### config.mk
export PLATFORM = sky130hd
export DESIGN_NAME = tmh_dual_timer
export DESIGN_NICKNAME = d
export VERILOG_FILES = /design/src/core/tmh_pkg.sv /design/src/core/tmh_dual_timer.sv
export SDC_FILE = /design/constraint.sdc
export NUM_CORES = 1
export LEC_CHECK = 0
export ABC_AREA = 1
export BUFFER_PORTS_ARGS = -buffer_cell sky130_fd_sc_hd__buf_2
export CAP_MARGIN = 20
export CORE_UTILIZATION = 60
export DETAILED_ROUTE_END_ITERATION = 6
export PLACE_DENSITY = 0.79
export SYNTH_ARGS = -nofsm -noshare
export SYNTH_HDL_FRONTEND = slang
export SYNTH_SLANG_ARGS = --single-unit
### constraint.sdc
create_clock -name clk -period 5.5 [get_ports clk]
set_input_delay 0.55 -clock clk [delete_from_list [all_inputs] [get_ports clk]]
set_output_delay 0.55 -clock clk [all_outputs]
set_load 0.02 [all_outputs]
### src/core/tmh_pkg.sv
/*
 * tmh_pkg: constants and the bus request type for the dual 8-bit compare timer.
 * assumes a single 10 MHz system clock and an 8-bit internal register bus.
 */
package tmh_pkg;
    localparam int unsigned CLK_HZ = 10_000_000;
    localparam int unsigned DATA_W = 8;
    localparam int unsigned ADDR_W = 16;
    localparam int unsigned DIV_W = 12;

    // register addresses
    localparam logic [15:0] ADDR_CYCLE0 = 16'hff18;
    localparam logic [15:0] ADDR_DUTY0 = 16'hff19;
    localparam logic [15:0] ADDR_CYCLE1 = 16'hff1a;
    localparam logic [15:0] ADDR_DUTY1 = 16'hff1b;
    localparam logic [15:0] ADDR_MODE0 = 16'hff69;
    localparam logic [15:0] ADDR_MODE1 = 16'hff6c;

    // reset values
    localparam logic [7:0] CYCLE_RST = 8'h00;
    localparam logic [7:0] DUTY_RST = 8'h00;
    localparam logic [7:0] MODE_RST = 8'h00;

    // mode register fields
    localparam int unsigned RUN_BIT = 7;
    localparam int unsigned CKS_LSB = 4;
    localparam int unsigned MODE_LSB = 2;
    localparam int unsigned LEVEL_BIT = 1;
    localparam int unsigned OUTEN_BIT = 0;

    // operating modes
    localparam logic [1:0] MODE_INTERVAL = 2'h0;
    localparam logic [1:0] MODE_CARRIER = 2'h1;
    localparam logic [1:0] MODE_PWM = 2'h2;

    // count-clock codes and prescaler exponents
    localparam logic [2:0] CKS_EXT = 3'h5;
    localparam logic [3:0] U0_EXP0 = 4'h0;
    localparam logic [3:0] U0_EXP1 = 4'h1;
    localparam logic [3:0] U0_EXP2 = 4'h2;
    localparam logic [3:0] U0_EXP3 = 4'h6;
    localparam logic [3:0] U0_EXP4 = 4'ha;
    localparam logic [3:0] U1_EXP0 = 4'h0;
    localparam logic [3:0] U1_EXP1 = 4'h2;
    localparam logic [3:0] U1_EXP2 = 4'h4;
    localparam logic [3:0] U1_EXP3 = 4'h6;
    localparam logic [3:0] U1_EXP4 = 4'hc;

    typedef struct packed {
        logic wr;
        logic bit_wr;
        logic rd;
        logic [2:0] bit_sel;
        logic [15:0] addr;
        logic [7:0] wdata;
    } tmh_bus_req_s;
endpackage
### src/core/tmh_dual_timer.sv
/*
 * tmh_dual_timer: two 8-bit compare timers with cycle and duty compares,
 * mode registers and timer output pins, on the internal register bus.
 * assumes bus requests, the other timer's output and the slow tick all come
 * from logic on clk; the bit-write form touches only the mode registers.
 */
module tmh_dual_timer
    import tmh_pkg::*;
(
    // clock and reset
    input wire logic clk,
    input wire logic resetn,
    // register bus
    input wire tmh_bus_req_s bus_req,
    output logic [7:0] bus_rdata,
    // count sources from neighbouring logic
    input wire logic other_timer_output,
    input wire logic slow_osc_tick,
    // timer outputs
    output logic [1:0] timer_output_pin,
    output logic [1:0] timer_match_irq
);
    logic [DIV_W-1:0] div_cnt_r;
    logic other_timer_d_r;
    logic other_edge;
    logic [7:0] cycle_compare_r [2];
    logic [7:0] duty_compare_r [2];
    logic [7:0] duty_act_r [2];
    logic [7:0] mode_control_r [2];
    logic [7:0] count_r [2];
    logic [1:0] out_ff_r;
    logic [1:0] carrier_phase_r;
    logic [1:0] irq_r;
    logic [7:0] rdata_r;

    function automatic logic pow_tick(input logic [DIV_W-1:0] cnt, input logic [3:0] e);
        logic [DIV_W-1:0] mask;
        mask = DIV_W'((DIV_W'(1) << e) - DIV_W'(1));
        return (cnt & mask) == mask;
    endfunction

    // count-clock select; codes 110 and 111 give no tick at all
    function automatic logic sel_tick(input logic unit, input logic [2:0] cks,
            input logic [DIV_W-1:0] cnt, input logic ext0, input logic ext1);
        logic t;
        t = 1'b0;
        unique case (cks)
            3'h0: t = pow_tick(cnt, unit ? U1_EXP0 : U0_EXP0);
            3'h1: t = pow_tick(cnt, unit ? U1_EXP1 : U0_EXP1);
            3'h2: t = pow_tick(cnt, unit ? U1_EXP2 : U0_EXP2);
            3'h3: t = pow_tick(cnt, unit ? U1_EXP3 : U0_EXP3);
            3'h4: t = pow_tick(cnt, unit ? U1_EXP4 : U0_EXP4);
            CKS_EXT: t = unit ? ext1 : ext0;
            default: t = 1'b0;
        endcase
        return t;
    endfunction

    // free-running prescaler
    always_ff @(posedge clk or negedge resetn) begin
        if (!resetn) begin
            div_cnt_r <= '0;
        end else begin
            div_cnt_r <= DIV_W'(div_cnt_r + DIV_W'(1));
        end
    end

    // other timer output edge; its pin enable is never consulted
    always_ff @(posedge clk or negedge resetn) begin
        if (!resetn) begin
            other_timer_d_r <= 1'b0;
        end else begin
            other_timer_d_r <= other_timer_output;
        end
    end
    assign other_edge = other_timer_output & ~other_timer_d_r;

    for (genvar u = 0; u < 2; u++) begin : g_unit
        localparam logic [15:0] A_CYC = (u == 0) ? ADDR_CYCLE0 : ADDR_CYCLE1;
        localparam logic [15:0] A_DUTY = (u == 0) ? ADDR_DUTY0 : ADDR_DUTY1;
        localparam logic [15:0] A_MODE = (u == 0) ? ADDR_MODE0 : ADDR_MODE1;
        logic run;
        logic tick;
        logic [1:0] mode;
        logic is_pwm;
        logic is_car;
        logic cyc_hit;
        logic duty_hit;
        logic duty_wr;
        logic [7:0] cmp_now;

        assign run = mode_control_r[u][RUN_BIT];
        assign mode = mode_control_r[u][MODE_LSB+1:MODE_LSB];
        assign is_pwm = (mode == MODE_PWM);
        assign is_car = (u == 1) && (mode == MODE_CARRIER);
        assign tick = run && sel_tick(1'(u), mode_control_r[u][CKS_LSB+2:CKS_LSB],
            div_cnt_r, other_edge, slow_osc_tick);
        // carrier mode alternates between cycle phase and duty phase
        assign cmp_now = (is_car && carrier_phase_r[u]) ? duty_act_r[u]
                                                          : cycle_compare_r[u];
        assign cyc_hit = tick && (count_r[u] == cmp_now) && !(is_car && carrier_phase_r[u]);
        assign duty_hit = tick && (count_r[u] == duty_act_r[u])
            && (is_pwm || (is_car && carrier_phase_r[u]));
        assign duty_wr = bus_req.wr && (bus_req.addr == A_DUTY);

        // cycle compare; never touched by the counter side
        always_ff @(posedge clk or negedge resetn) begin
            if (!resetn) begin
                cycle_compare_r[u] <= CYCLE_RST;
            end else if (bus_req.wr && bus_req.addr == A_CYC) begin
                cycle_compare_r[u] <= bus_req.wdata;
            end
        end

        // duty compare: software copy and the active copy used for matching
        always_ff @(posedge clk or negedge resetn) begin
            if (!resetn) begin
                duty_compare_r[u] <= DUTY_RST;
                duty_act_r[u] <= DUTY_RST;
            end else begin
                if (duty_wr) begin
                    duty_compare_r[u] <= bus_req.wdata;
                end
                if (duty_wr && !run) begin
                    duty_act_r[u] <= bus_req.wdata;
                end else if (duty_hit && !duty_wr) begin
                    duty_act_r[u] <= duty_compare_r[u];
                end
            end
        end

        // mode register; bit form is read-modify-write done here
        always_ff @(posedge clk or negedge resetn) begin
            if (!resetn) begin
                mode_control_r[u] <= MODE_RST;
            end else if (bus_req.addr == A_MODE) begin
                if (bus_req.wr) begin
                    mode_control_r[u] <= bus_req.wdata;
                end else if (bus_req.bit_wr) begin
                    mode_control_r[u][bus_req.bit_sel] <= bus_req.wdata[0];
                end
            end
        end

        // counter
        always_ff @(posedge clk or negedge resetn) begin
            if (!resetn) begin
                count_r[u] <= 8'h00;
            end else if (!run) begin
                count_r[u] <= 8'h00;
            end else if (cyc_hit || (is_car && duty_hit)) begin
                count_r[u] <= 8'h00;
            end else if (tick) begin
                count_r[u] <= 8'(count_r[u] + 8'h01);
            end
        end

        // carrier phase, only meaningful on unit 1
        always_ff @(posedge clk or negedge resetn) begin
            if (!resetn) begin
                carrier_phase_r[u] <= 1'b0;
            end else if (!run || !is_car) begin
                carrier_phase_r[u] <= 1'b0;
            end else if (cyc_hit || duty_hit) begin
                carrier_phase_r[u] <= ~carrier_phase_r[u];
            end
        end

        // output flip-flop; the inactive level is the default level
        always_ff @(posedge clk or negedge resetn) begin
            if (!resetn) begin
                out_ff_r[u] <= 1'b0;
            end else if (!run) begin
                out_ff_r[u] <= mode_control_r[u][LEVEL_BIT];
            end else if (is_pwm) begin
                if (cyc_hit) begin
                    out_ff_r[u] <= ~mode_control_r[u][LEVEL_BIT];
                end else if (duty_hit) begin
                    out_ff_r[u] <= mode_control_r[u][LEVEL_BIT];
                end
            end else if (cyc_hit || duty_hit) begin
                out_ff_r[u] <= ~out_ff_r[u];
            end
        end

        // interrupt pulse; interval and PWM on cycle match, carrier on duty match
        always_ff @(posedge clk or negedge resetn) begin
            if (!resetn) begin
                irq_r[u] <= 1'b0;
            end else if (!run) begin
                irq_r[u] <= 1'b0;
            end else begin
                irq_r[u] <= is_car ? duty_hit : cyc_hit;
            end
        end

        // disabled output parks at the default level rather than floating
        always_ff @(posedge clk or negedge resetn) begin
            if (!resetn) begin
                timer_output_pin[u] <= 1'b0;
            end else begin
                timer_output_pin[u] <= mode_control_r[u][OUTEN_BIT] ? out_ff_r[u]
                                                  : mode_control_r[u][LEVEL_BIT];
            end
        end
    end

    assign timer_match_irq = irq_r;

    // read port, one cycle latency; unmapped addresses read zero
    always_ff @(posedge clk or negedge resetn) begin
        if (!resetn) begin
            rdata_r <= 8'h00;
        end else if (bus_req.rd) begin
            unique case (bus_req.addr)
                ADDR_CYCLE0: rdata_r <= cycle_compare_r[0];
                ADDR_DUTY0: rdata_r <= duty_compare_r[0];
                ADDR_CYCLE1: rdata_r <= cycle_compare_r[1];
                ADDR_DUTY1: rdata_r <= duty_compare_r[1];
                ADDR_MODE0: rdata_r <= mode_control_r[0];
                ADDR_MODE1: rdata_r <= mode_control_r[1];
                default: rdata_r <= 8'h00;
            endcase
        end
    end
    assign bus_rdata = rdata_r;
endmodule

## Word level (Yosys, flattened, before mapping)

Cells that the tools add are included.

- Bitwise gates (word level): 7
- Magnitude comparators: 2
- Equality and inequality tests: 34
- Add/sub/neg operators: 3
- Multiplexer cells: 39
- Reduce and logical (&&, ||, !) cells: 41

Operators by type and width:

| kind | count |
|---|---|
| 8-bit 2-to-1 mux | 15 |
| 16-bit equality test (second input constant) | 6 |
| 8-bit one-hot mux with 6 select lines | 1 |
| 8-bit equality test | 4 |
| 1-bit logical AND | 20 |
| 1-bit 2-to-1 mux | 18 |
| 8-bit by 1-bit adder with 8-bit output (second input constant) | 2 |
| 8-bit bitwise mux | 2 |
| 12-bit by 1-bit adder with 12-bit output (second input constant) | 1 |
| 12-bit equality test (second input constant) | 1 |
| 3-bit by 2-bit equality test with 1-bit output (second input constant) | 4 |
| 3-bit equality test (second input constant) | 4 |
| 3-bit by 1-bit inequality test with 1-bit output (second input constant) | 4 |
| 1-bit one-hot mux with 6 select lines | 2 |
| 10-bit equality test (second input constant) | 1 |
| 4-bit by 2-bit inequality test with 1-bit output (second input constant) | 2 |
| 2-bit AND reduction | 4 |
| 2-bit nonzero test | 4 |
| 2-bit equality test (second input constant) | 3 |
| 3-bit by 1-bit equality test with 1-bit output (second input constant) | 2 |
| 6-bit equality test (second input constant) | 1 |
| 1-bit zero test | 6 |
| 3-bit zero test | 2 |
| 1-bit inverter | 6 |
| 7 further kinds | 11 |

- Bits in registers: 108
- Output and inout bits: 12
- Input bits: 34
- Logic and storage cells: 146

## Longest topological paths before layout

Gate-level depths: netlist (run 1).

- Depth after elaboration: 10
- Mapped depth: 14
- Gate-level depth less buffers: 14

## Worst setup path before layout (run 1)

No wires, ideal clock.

- Path type: input-to-reg
- Start point: input port bus_req[19] (netlist name)
- End point: register duty_act_r[1] (netlist name)
- Path buffers: 1
- Path slack: 3.579 ns
- Required time: 5.376 ns
- Stages on the path: 10
- Setup time: 0.124 ns
- Data arrival time: 1.797 ns
- Cells stage by stage: nand4_1 > nor2_4 > inv_4 > nor3_4 > nand3_4 > nor2_8 > buf_6 > nand2_1 > o211ai_1 > nand2_1

- Longest elaborated chain between the ends: 5
- Elaborated cells on any way between the ends: 7
- Classes of those cells: eq/ne (1); mux (1); reduce/logical (5)

Ends and longest elaborated chain:

| what | line | source |
|---|---|---|
| from (decl) | tmh_dual_timer.sv:14 | `input wire tmh_bus_req_s bus_req,` |
| 16-bit equality test * | tmh_dual_timer.sv:104 | `assign duty_wr = bus_req.wr && (bus_req.addr == A_DUTY);` |
| 1-bit logical AND * | tmh_dual_timer.sv:104 |  |
| 1-bit zero test | tmh_dual_timer.sv:126 | `end else if (duty_hit && !duty_wr) begin` |
| 1-bit logical AND | tmh_dual_timer.sv:126 |  |
| 2-bit nonzero test (no source line) | - |  |
| to (signal, indexed assignment) | tmh_dual_timer.sv:125 | `duty_act_r[u] <= bus_req.wdata;` |
| to (signal, indexed assignment) | tmh_dual_timer.sv:127 | `duty_act_r[u] <= duty_compare_r[u];` |
| to (decl) | tmh_dual_timer.sv:28 | `logic [7:0] duty_act_r [2];` |

Every way passes the cells marked *; elsewhere a longest branch is shown, timed or not.
A chain may end at the register's enable or synchronous reset.

## Worst setup path in the final report (run 1)

- Start point: register div_cnt_r[0]
- End point: register duty_act_r[1] (netlist name)

- Longest elaborated chain between the ends: 7
- Elaborated cells on any way between the ends: 10
- Classes of those cells: eq/ne (4); mux (1); reduce/logical (5)

Ends and longest elaborated chain:

| what | line | source |
|---|---|---|
| from (decl) | tmh_dual_timer.sv:23 | `logic [DIV_W-1:0] div_cnt_r;` |
| from (signal assigned) | tmh_dual_timer.sv:64 | `div_cnt_r <= DIV_W'(div_cnt_r + DIV_W'(1));` |
| 12-bit equality test, or another cell as far along | tmh_dual_timer.sv:39 | `return (cnt & mask) == mask;` |
| 1-bit one-hot mux with 6 select lines * | tmh_dual_timer.sv:47 | `unique case (cks)` |
| 1-bit logical AND * | tmh_dual_timer.sv:96 | `assign tick = run && sel_tick(1'(u), mode_control_r[u][CKS_LSB+2:CKS_LSB],` |
| 1-bit logical AND * | tmh_dual_timer.sv:102 | `assign duty_hit = tick && (count_r[u] == duty_act_r[u])` |
| 1-bit logical AND * | tmh_dual_timer.sv:103 | `&& (is_pwm \|\| (is_car && carrier_phase_r[u]));` |
| 1-bit logical AND * | tmh_dual_timer.sv:126 |  |
| 2-bit nonzero test (no source line) * | - |  |

Marks and branches as above.

==> qor.log, run 1 <==
qor: die.top_level_ports 46
qor: clock_network.clk_transition_reported_paths 0.11 ns
qor: sta.timing.clock.skew 0.0172 ns
qor: place.port-buffer-count 45
qor: clock_network.cts_tree done
qor: drt.routedWlPerCell 17.0 um
qor: die.rows 36
qor: sta.grt_setup_unrepaired false
qor: sta.timing.slew.headroom 45.4%
qor: yosys.mappedNetlistNets 858
qor: cells_and_area.drive_above_1_share 12.3%
qor: yosys.synth_area_leaders dfrtp_1, nand2_1, o21ai_0
qor: setup_path.r2r_slack 3.26 ns
qor: cells_and_area.multi_input_area 0.00314 sq mm
qor: setup_path.worst_ep_arrival_time 2.52 ns
qor: clock_network.tritoncts.num_buffers 9
qor: clock_network.clkSinkCount 108
qor: sta.whs 0.170 ns
qor: clock_network.ctsLongestPathBuffers 2
qor: yosys.count_of_synthesis_stage_warnings_from_yosys 0
qor: yosys.syn-cell-area 0.00628 sq mm
qor: cells_and_area.num_antenna_cells 0
qor: global_routing.grt_util_all_layers 33.2%
qor: job.max_cap_viol_count 0
qor: drt.route.final.wire_length 17000 um
qor: setup_path.worst_setup_path_end_kind flip-flop
qor: place.gpl.final_weighted_congestion 0.951
qor: setup_path.cpMaxStageDelayCell dfrtp_1
qor: sta.slew_worst_pin 0.813 ns
qor: setup_path.critical_path_buffers_and_inverters 2
qor: global_routing.grt_pass1_vias 5499
qor: setup_path.worst_r2r_startpoint div_cnt_r[0]
qor: drt.ant_nets 0
qor: sta.fin_crit_sh 40.7%
qor: drt.detail_route.vias_per_cell 5.91
qor: sta.final_sum_of_negative_setup_slack 0 ns
qor: yosys.synth_largest_type_area_fraction 43.0%
qor: power.static-leakage-power 0.00323 uW
qor: die.dieHeight 104 um
qor: cells_and_area.areaGrowthSynthToFinish 8.45%
qor: sta.slew_viol_final 0
qor: setup_path.critical_path.reg2reg.endpoint duty_act_r[1]
qor: setup_path.critical_path.top_delay_family simple AND/OR/NAND/NOR gates
qor: yosys.post_synth.cell_area_avg 7.65 sq um
qor: die.floorplan_die_area 0.0109 sq mm
qor: die.die_width 104 um
qor: sta.max_clock_freq 0.446 GHz
qor: clock_network.cts.repair_timing.setup_buffer_count 0
qor: die.floorplan.core_area 0.00995 sq mm
qor: clock_network.cts_root_buf clkbuf_8
qor: global_routing.gr-total-overflow 0
qor: yosys.sequential_to_total_area_share_from_yosys_stat 43.0%
qor: yosys.asyncSetResetFlopFracSynth 100%
qor: power.power-per-cell-area 203 mW/mm^2
qor: global_routing.grt_pass1_wl 27800 um
qor: yosys.synth-edff-count 0
qor: yosys.synth-main-ff-cell dfrtp_1
qor: yosys.yosys.cell_count.top_type nand2_1
qor: drt.drtPass1Iterations 5
qor: global_routing.antenna_found_initial 0
qor: setup_path.critPathKind reg -> reg
qor: yosys.synth.cells.most_frequent nand2_1, dfrtp_1, inv_1
qor: setup_path.crit_chain ha_1, nand2_1, nor2_2, nand3_1, nand2_1, nand3_4, nor2_8, nand2_4, inv_2, nand2_2, nand2_4, inv_2, nand2_1, nand2_1
qor: power.ir_worst_vdd 0.000184 V
qor: yosys.postSynthRegisterBits 108
qor: clock_network.cts_hold_repair.buffers 0
qor: cells_and_area.nets 900
qor: setup_path.startpoint_type flip-flop
qor: clock_network.htreeDepth 3
qor: hold_path.min-delay-path-class in -> async
qor: clock_network.clkLatencyLatePin 0.39 ns
qor: setup_path.worst_path_most_repeated_cell nand2_1
qor: yosys.count_of_distinct_cell_types_in_the_synthesized_netlist 43
qor: drt.detailroute.via_count 5915
qor: drt.drt_first_iter_violations 507
qor: drt.drcViolationCount 0
qor: setup_path.r2r_cells 14
qor: sta.final-hold-violation-count 0
qor: die.start_util 63.1%
qor: status.run_status completed
qor: place.hpwl 13100 um
qor: setup_path.worst_stage_delay_on_the_critical_path 0.41 ns
qor: cells_and_area.nFillCells 869
qor: sta.final_setup_violating_endpoints 0
qor: cells_and_area.ff_latch_area 0.00270 sq mm
qor: yosys.synthCells 821
qor: setup_path.crit_required 5.77 ns
qor: yosys.synth_top_cell_by_area dfrtp_1
qor: setup_path.worst-path-max-fanout 10
qor: clock_network.cts_resized 0
qor: global_routing.grt_max_degree 59
qor: sta.min_period 2.24 ns
[logic make-up after synthesis]
| family | count (synthesis) | share of synthesized area [%] |
|---|---|---|
| and+or+nand+nor | 421 | 31.8 |
| AOI/OAI and AO/OA | 137 | 11.9 |
| buffers and inverters | 112 | 6.99 |
| DFF | 108 | 43.0 |
| xor gates and xnor gates | 39 | 5.44 |
| adders and majority gates | 3 | 0.598 |
| muxes | 1 | 0.159 |
[cell type report]
cell class	instances	share of cell area, %
clock buffers	11	2.08
inverters	97	5.38
repair buffers	46	3.45
multi-input cells	601	46.1
flip-flops and latches	108	39.7
well taps	133	2.44
clock inverters	5	0.882
[stage by stage]
step | utilization [%] | instance area [sq um] | total power [uW] | cells | worst slack, ns
detailed placement | 66.4 | 6610 | 899 | 985 | 3.16
global placement | 66.4 | 6610 | 898 | 985 | 3.25
CTS | 68.4 | 6810 | 1390 | 1001 | 3.23
finish | 68.4 | 6810 | 1380 | 1001 | 3.26
global route | 68.4 | 6810 | 1430 | 1001 | 3.07
floorplan | - | 6280 | 849 | 821 | 3.58
[worst max path at each step]
stage | start | end | slack, ns | cells past startpoint
2_1_floorplan | bus_req[19] | duty_act_r[1] | 3.58 | 10
3_3_place_gp | bus_req[10] | bus_rdata[6] | 3.25 | 10
3_5_place_dp | bus_req[10] | g_unit[0].mode[1] | 3.16 | 9
4_1_cts | div_cnt_r[0] | duty_act_r[0] | 3.23 | 14
5_1_grt | div_cnt_r[0] | duty_act_r[1] | 3.07 | 14
6_report | div_cnt_r[0] | duty_act_r[1] | 3.26 | 14
[cell usage in the layout (no fill, tap or decap), types with 2 or more instances in the layout]
cell / n
xnor2_1: 19
xor2_1: 20
nor2_4: 5
buf_4: 2
or2_2: 5
ha_1: 3
nand3_4: 2
a21oi_1: 25
nand4_1: 22
nand2_1: 209
buf_2: 44
o211ai_1: 11
nand3_2: 3
nand2_2: 6
nand3_1: 47
o22ai_1: 6
clkbuf_8: 10
nor2_1: 66
inv_2: 9
nor3_1: 28
o21ai_0: 77
nand2_4: 4
nor2_2: 4
nand3b_1: 9
nor2_8: 2
inv_1: 86
dfrtp_1: 108
a22oi_1: 7
o21ai_1: 7
nor4_1: 2
nor2b_1: 2
nand4_2: 2
[registers in the layout, summed over array words and instances, names as in the netlist]
| signal | count |
|---|---|
| div_cnt_r | 12 |
| out_ff_r | 2 |
| g_unit.mode | 4 |
| timer_match_irq | 2 |
| timer_output_pin | 2 |
| cycle_compare_r | 8 |
| count_r | 16 |
| g_unit.run | 2 |
| mode_control_r | 10 |
| bus_rdata | 8 |
| duty_compare_r | 16 |
| g_unit.cmp_now | 8 |
| carrier_phase_r | 1 |
| duty_act_r | 16 |
| other_timer_d_r | 1 |
[layer usage]
metal / share of wire (%) / track usage, % / wire (um) / vias to the layer above
met1: 44 / 47.5 / 7560 / 2823
met4: 2.4 / 11.2 / 412 / 0
met3: 8.5 / 5.95 / 1440 / 31
met2: 45 / 50.6 / 7630 / 285
li1: - / - / - / 2776
met5: 0 / 0 / 0 / -
[where the power goes]
part	internal, uW	total [uW]	switching [uW]
Combinational	22.0	82.4	60.3
Sequential	798	801	3.18
Clock	225	501	276
Total	1040	1380	340
No activity file was read; power rests on OpenSTA's default activity.
==> inputs of run 2 (changes only) <==
- ABC_AREA: 1 -> 0
- CORE_UTILIZATION: 60 -> 54
- PLACE_DENSITY: 0.79 -> 0.76
- clock period: 5.5 -> 1.9 ns (I/O delays scaled with it)
==> qor.log, run 2 <==
qor: setup_path.worst-path-max-fanout 4 [was 10]
qor: drt.routedWlPerCell 19.2 um [was 17.0 um]
qor: die.floorplan.core_area 0.0103 sq mm [was 0.00995 sq mm]
qor: power.clock_power_share 37.7% [was 36.2%]
qor: place.dpl_worst_slack -0.240 ns [was 3.16 ns]
qor: yosys.count_of_synthesis_stage_warnings_from_yosys 0 [unchanged]
qor: setup_path.timing.critical_path.from g_unit[1].mode[1] [was div_cnt_r[0]]
qor: sta.final-hold-violation-count 0 [unchanged]
qor: cells_and_area.top_regs count_r x16, duty_act_r x16, duty_compare_r x16 [unchanged]
qor: place.hpwl 11100 um [was 13100 um]
qor: yosys.synth_largest_type_area_fraction 47.3% [was 43.0%]
qor: setup_path.critical_path.reg2reg.endpoint out_ff_r[1] [was duty_act_r[1]]
qor: clock_network.tritoncts.num_buffers 9 [unchanged]
qor: global_routing.antenna_found_initial 0 [unchanged]
qor: sta.final_sum_of_negative_setup_slack -0.515 ns [was 0 ns]
qor: sta.timing.clock.skew 0.0112 ns [was 0.0172 ns]
qor: power.internal_power 3130 uW [was 1040 uW]
qor: sta.final_setup_violating_endpoints 12 [was 0]
qor: die.dieHeight 105 um [was 104 um]
qor: drt.detail_route.vias_per_cell 6.05 [was 5.91]
qor: die.floorplan_die_area 0.0110 sq mm [was 0.0109 sq mm]
qor: power.switching_power 966 uW [was 340 uW]
qor: cells_and_area.drive_above_1_share 33.4% [was 12.3%]
qor: sta.fin_crit_sh 105% [was 40.7%]
qor: clock_network.clkSinkCount 108 [unchanged]
qor: sta.grt_setup_unrepaired true [was false]
qor: setup_path.crit_end out_ff_r[1] [was duty_act_r[1]]
qor: sta.slew_worst_pin 0.537 ns [was 0.813 ns]
qor: sta.min_period 2.00 ns [was 2.24 ns]
qor: power.relative_contribution_of_combinational_cells_to_total_power 5.8% [was 5.9%]
qor: hold_path.min-delay-path-class in -> reg [was in -> async]
qor: yosys.synth_area_leaders dfrtp_1, mux2_2, xnor2_1 [was dfrtp_1, nand2_1, o21ai_0]
qor: power.sw_frac_of_total 23.6% [was 24.5%]
qor: yosys.asyncSetResetFlopFracSynth 100% [unchanged]
qor: yosys.synth_top_cell_by_area dfrtp_1 [unchanged]
qor: clock_network.clkLatencyLatePin 0.38 ns [was 0.39 ns]
qor: yosys.mappedNetlistNets 580 [was 858]
qor: job.max_cap_viol_count 0 [unchanged]
qor: sta.timing.slew.headroom 64.2% [was 45.4%]
qor: cells_and_area.nets 693 [was 900]
qor: yosys.synth_compound_gate_area_share 15.0% [was 11.9%]
qor: power.pwr-share-seq 56.6% [was 57.9%]
qor: setup_path.worst_ep_arrival_time 2.31 ns [was 2.52 ns]
qor: setup_path.crit_required 2.20 ns [was 5.77 ns]
qor: power.power-per-cell-area 580 mW/mm^2 [was 203 mW/mm^2]
qor: yosys.syn-cell-area 0.00571 sq mm [was 0.00628 sq mm]
qor: die.top_level_ports 46 [unchanged]
qor: yosys.postSynthRegisterBits 108 [unchanged]
qor: yosys.synth-main-ff-cell dfrtp_1 [unchanged]
qor: setup_path.r2r_slack -0.10 ns [was 3.26 ns]
qor: sta.slew_viol_final 0 [unchanged]
qor: global_routing.grt_pass1_vias 4695 [was 5499]
qor: cells_and_area.areaGrowthSynthToFinish 23.8% [was 8.45%]
qor: yosys.yosys.cell_count.top_type dfrtp_1 [was nand2_1]
qor: yosys.synth_adder_area_share 0.657% [was 0.598%]
qor: power.ir_worst_vdd 0.000430 V [was 0.000184 V]
qor: cells_and_area.num_antenna_cells 0 [unchanged]
qor: yosys.synthCells 543 [was 821]
qor: global_routing.grt_util_all_layers 29.0% [was 33.2%]
qor: yosys.count_of_distinct_cell_types_in_the_synthesized_netlist 68 [was 43]
qor: setup_path.worst_setup_path_end_kind flip-flop [unchanged]
qor: die.die_width 105 um [was 104 um]
qor: clock_network.cts_tree done [unchanged]
qor: yosys.multiplexer_fraction_of_the_synthesized_cell_area 11.2% [was 0.159%]
qor: setup_path.startpoint_type flip-flop [unchanged]
qor: status.run_status finished, violations left [was completed]
qor: drt.detailroute.via_count 4823 [was 5915]
qor: clock_network.ctsLongestPathBuffers 2 [unchanged]
qor: yosys.synth_top_family_by_area simple AND/OR/NAND/NOR gates [unchanged]
qor: drt.route.final.wire_length 15300 um [was 17000 um]
qor: yosys.synth-edff-count 0 [unchanged]
qor: clock_network.cts_root_buf clkbuf_8 [unchanged]
qor: global_routing.grt_max_degree 63 [was 59]
qor: drt.drt_first_iter_violations 325 [was 507]
qor: global_routing.grt_pass1_wl 24300 um [was 27800 um]
qor: setup_path.worst_r2r_startpoint g_unit[1].mode[1] [was div_cnt_r[0]]
qor: global_routing.gr-total-overflow 0 [unchanged]
qor: clock_network.clk_transition_reported_paths 0.10 ns [was 0.11 ns]
qor: place.gpl.final_weighted_congestion 0.930 [was 0.951]
qor: yosys.sequential_to_total_area_share_from_yosys_stat 47.3% [was 43.0%]
qor: status.failed_checks DRC, setup timing
qor: drt.drcViolationCount 14 [was 0]
qor: power.static-leakage-power 0.00345 uW [was 0.00323 uW]
qor: cells_and_area.layout_commonest_cell dfrtp_1 [was nand2_1]
qor: sta.worst_slack -0.102 ns [was 3.26 ns]
qor: clock_network.htreeDepth 3 [unchanged]
qor: die.rows 37 [was 36]
qor: yosys.post_synth.cell_area_avg 10.5 sq um [was 7.65 sq um]
qor: drt.drtPass1Iterations 7 [was 5]
qor: drt.ant_nets 0 [unchanged]
qor: cells_and_area.layout_common_cells dfrtp_1, buf_4, nor2_1 [was nand2_1, dfrtp_1, inv_1]
qor: yosys.post_synthesis_share_of_cell_area_spent_on_xor_and_xnor_gates 7.36% [was 5.44%]
qor: setup_path.r2r_cells 6 [was 14]
qor: yosys.synth_simple_gate_area_share 16.0% [was 31.8%]
qor: yosys.synth.cells.most_frequent dfrtp_1, nor2_1, nand2_1 [was nand2_1, dfrtp_1, inv_1]
qor: sta.max_clock_freq 0.500 GHz [was 0.446 GHz]
qor: setup_path.critPathKind reg -> reg [unchanged]
qor: die.start_util 55.6% [was 63.1%]
qor: place.port-buffer-count 45 [unchanged]
[run 2: changes by cell type after synthesis, moves of 11 or more]
cell and delta:
a31oi_1 +15, inv_1 -72, mux2_2 +39, mux2i_1 +11, nand2_1 -169, nand3_1 -32
nand4_1 -12, nor3_1 -21, o21ai_0 -65
[run 2: layer usage]
metal / up-vias / GRT usage [%] / wire, um
met1: 2375 / 37.7 / 6290
met4: 0 / 12.8 / 515
met3: 35 / 5.24 / 910
li1: 2219 / - / -
met2: 194 / 47.6 / 7570
met5: - / 0 / 0
[run 2: power by group through the flow]
stage               combinational, uW  clock [uW]  sequential (uW)
finish                            237        1540             2320
global placement                  229           0             2360
floorplan                        71.1           0             2380
global route                      262        1660             2320
CTS                               238        1560             2320
detailed placement                235           0             2360
[run 2: how the worst min path moves through the flow]
| stage | startpoint | to | cells after the start |
|---|---|---|---|
| 3_3_place_gp | resetn | count_r[3] | 1 |
| 3_5_place_dp | resetn | count_r[2] | 1 |
| 4_1_cts | bus_req[27] | bus_rdata[7] | 2 |
| 5_1_grt | bus_req[27] | bus_rdata[7] | 2 |
| 6_report | bus_req[27] | bus_rdata[7] | 2 |
| 2_1_floorplan | resetn | bus_rdata[0] | 0 |
[run 2: kinds of logic (layout without fill, tap and decap cells)]
| group | count (synthesis) | after routing |
|---|---|---|
| AO/OA/AOI/OAI | 112 | 112 |
| multiplexers | 58 | 58 |
| XOR/XNOR | 48 | 48 |
| adder cells (fa/ha/maj) | 3 | 3 |
| AND/OR/NAND/NOR | 180 | 181 |
| flip-flops | 108 | 108 |
| buffers and inverters | 34 | 151 |
[run 2: what timing repair did]
action,4_1_cts,5_1_grt
hold endpoints to repair,17,0
resized for setup,9,27
hold buffers,2,0
pin swaps,4,13
cloned,0,1
endpoints found under the setup margin,33,35
setup buffers,5,6
[run 2: layout make-up]
type / count / area, sq um
inverters: 14 / 52.6
multi-input cells: 402 / 3090
fillers: 791 / 3200
flip-flops and latches: 108 / 2710
clock buffers: 13 / 179
well taps: 136 / 170
clock inverters: 3 / 42.5
repair buffers: 121 / 836
[run 2: per-stage QoR]
step / utilization [%] / hold slack, ns / total power, uW / instances / area, sq um
2_1_floorplan: - / -0.106 / 2450 / 543 / 5800
3_3_place_gp: 64.1 / 0.0757 / 2590 / 767 / 6580
3_5_place_dp: 64.1 / 0.0804 / 2600 / 767 / 6580
4_1_cts: 67.2 / 0.147 / 4120 / 790 / 6900
5_1_grt: 68.8 / 0.166 / 4240 / 797 / 7070
6_report: 68.8 / 0.162 / 4100 / 797 / 7070
[run 2: worst max-delay path: stages (launching register included)]
cell and delay (ns):
dfrtp_1 0.38, nand3b_1 0.28, mux2i_2 0.24, a2111oi_4 0.41, nand2_1 0.14, a2111o_1 0.32, a22oi_2 0.16
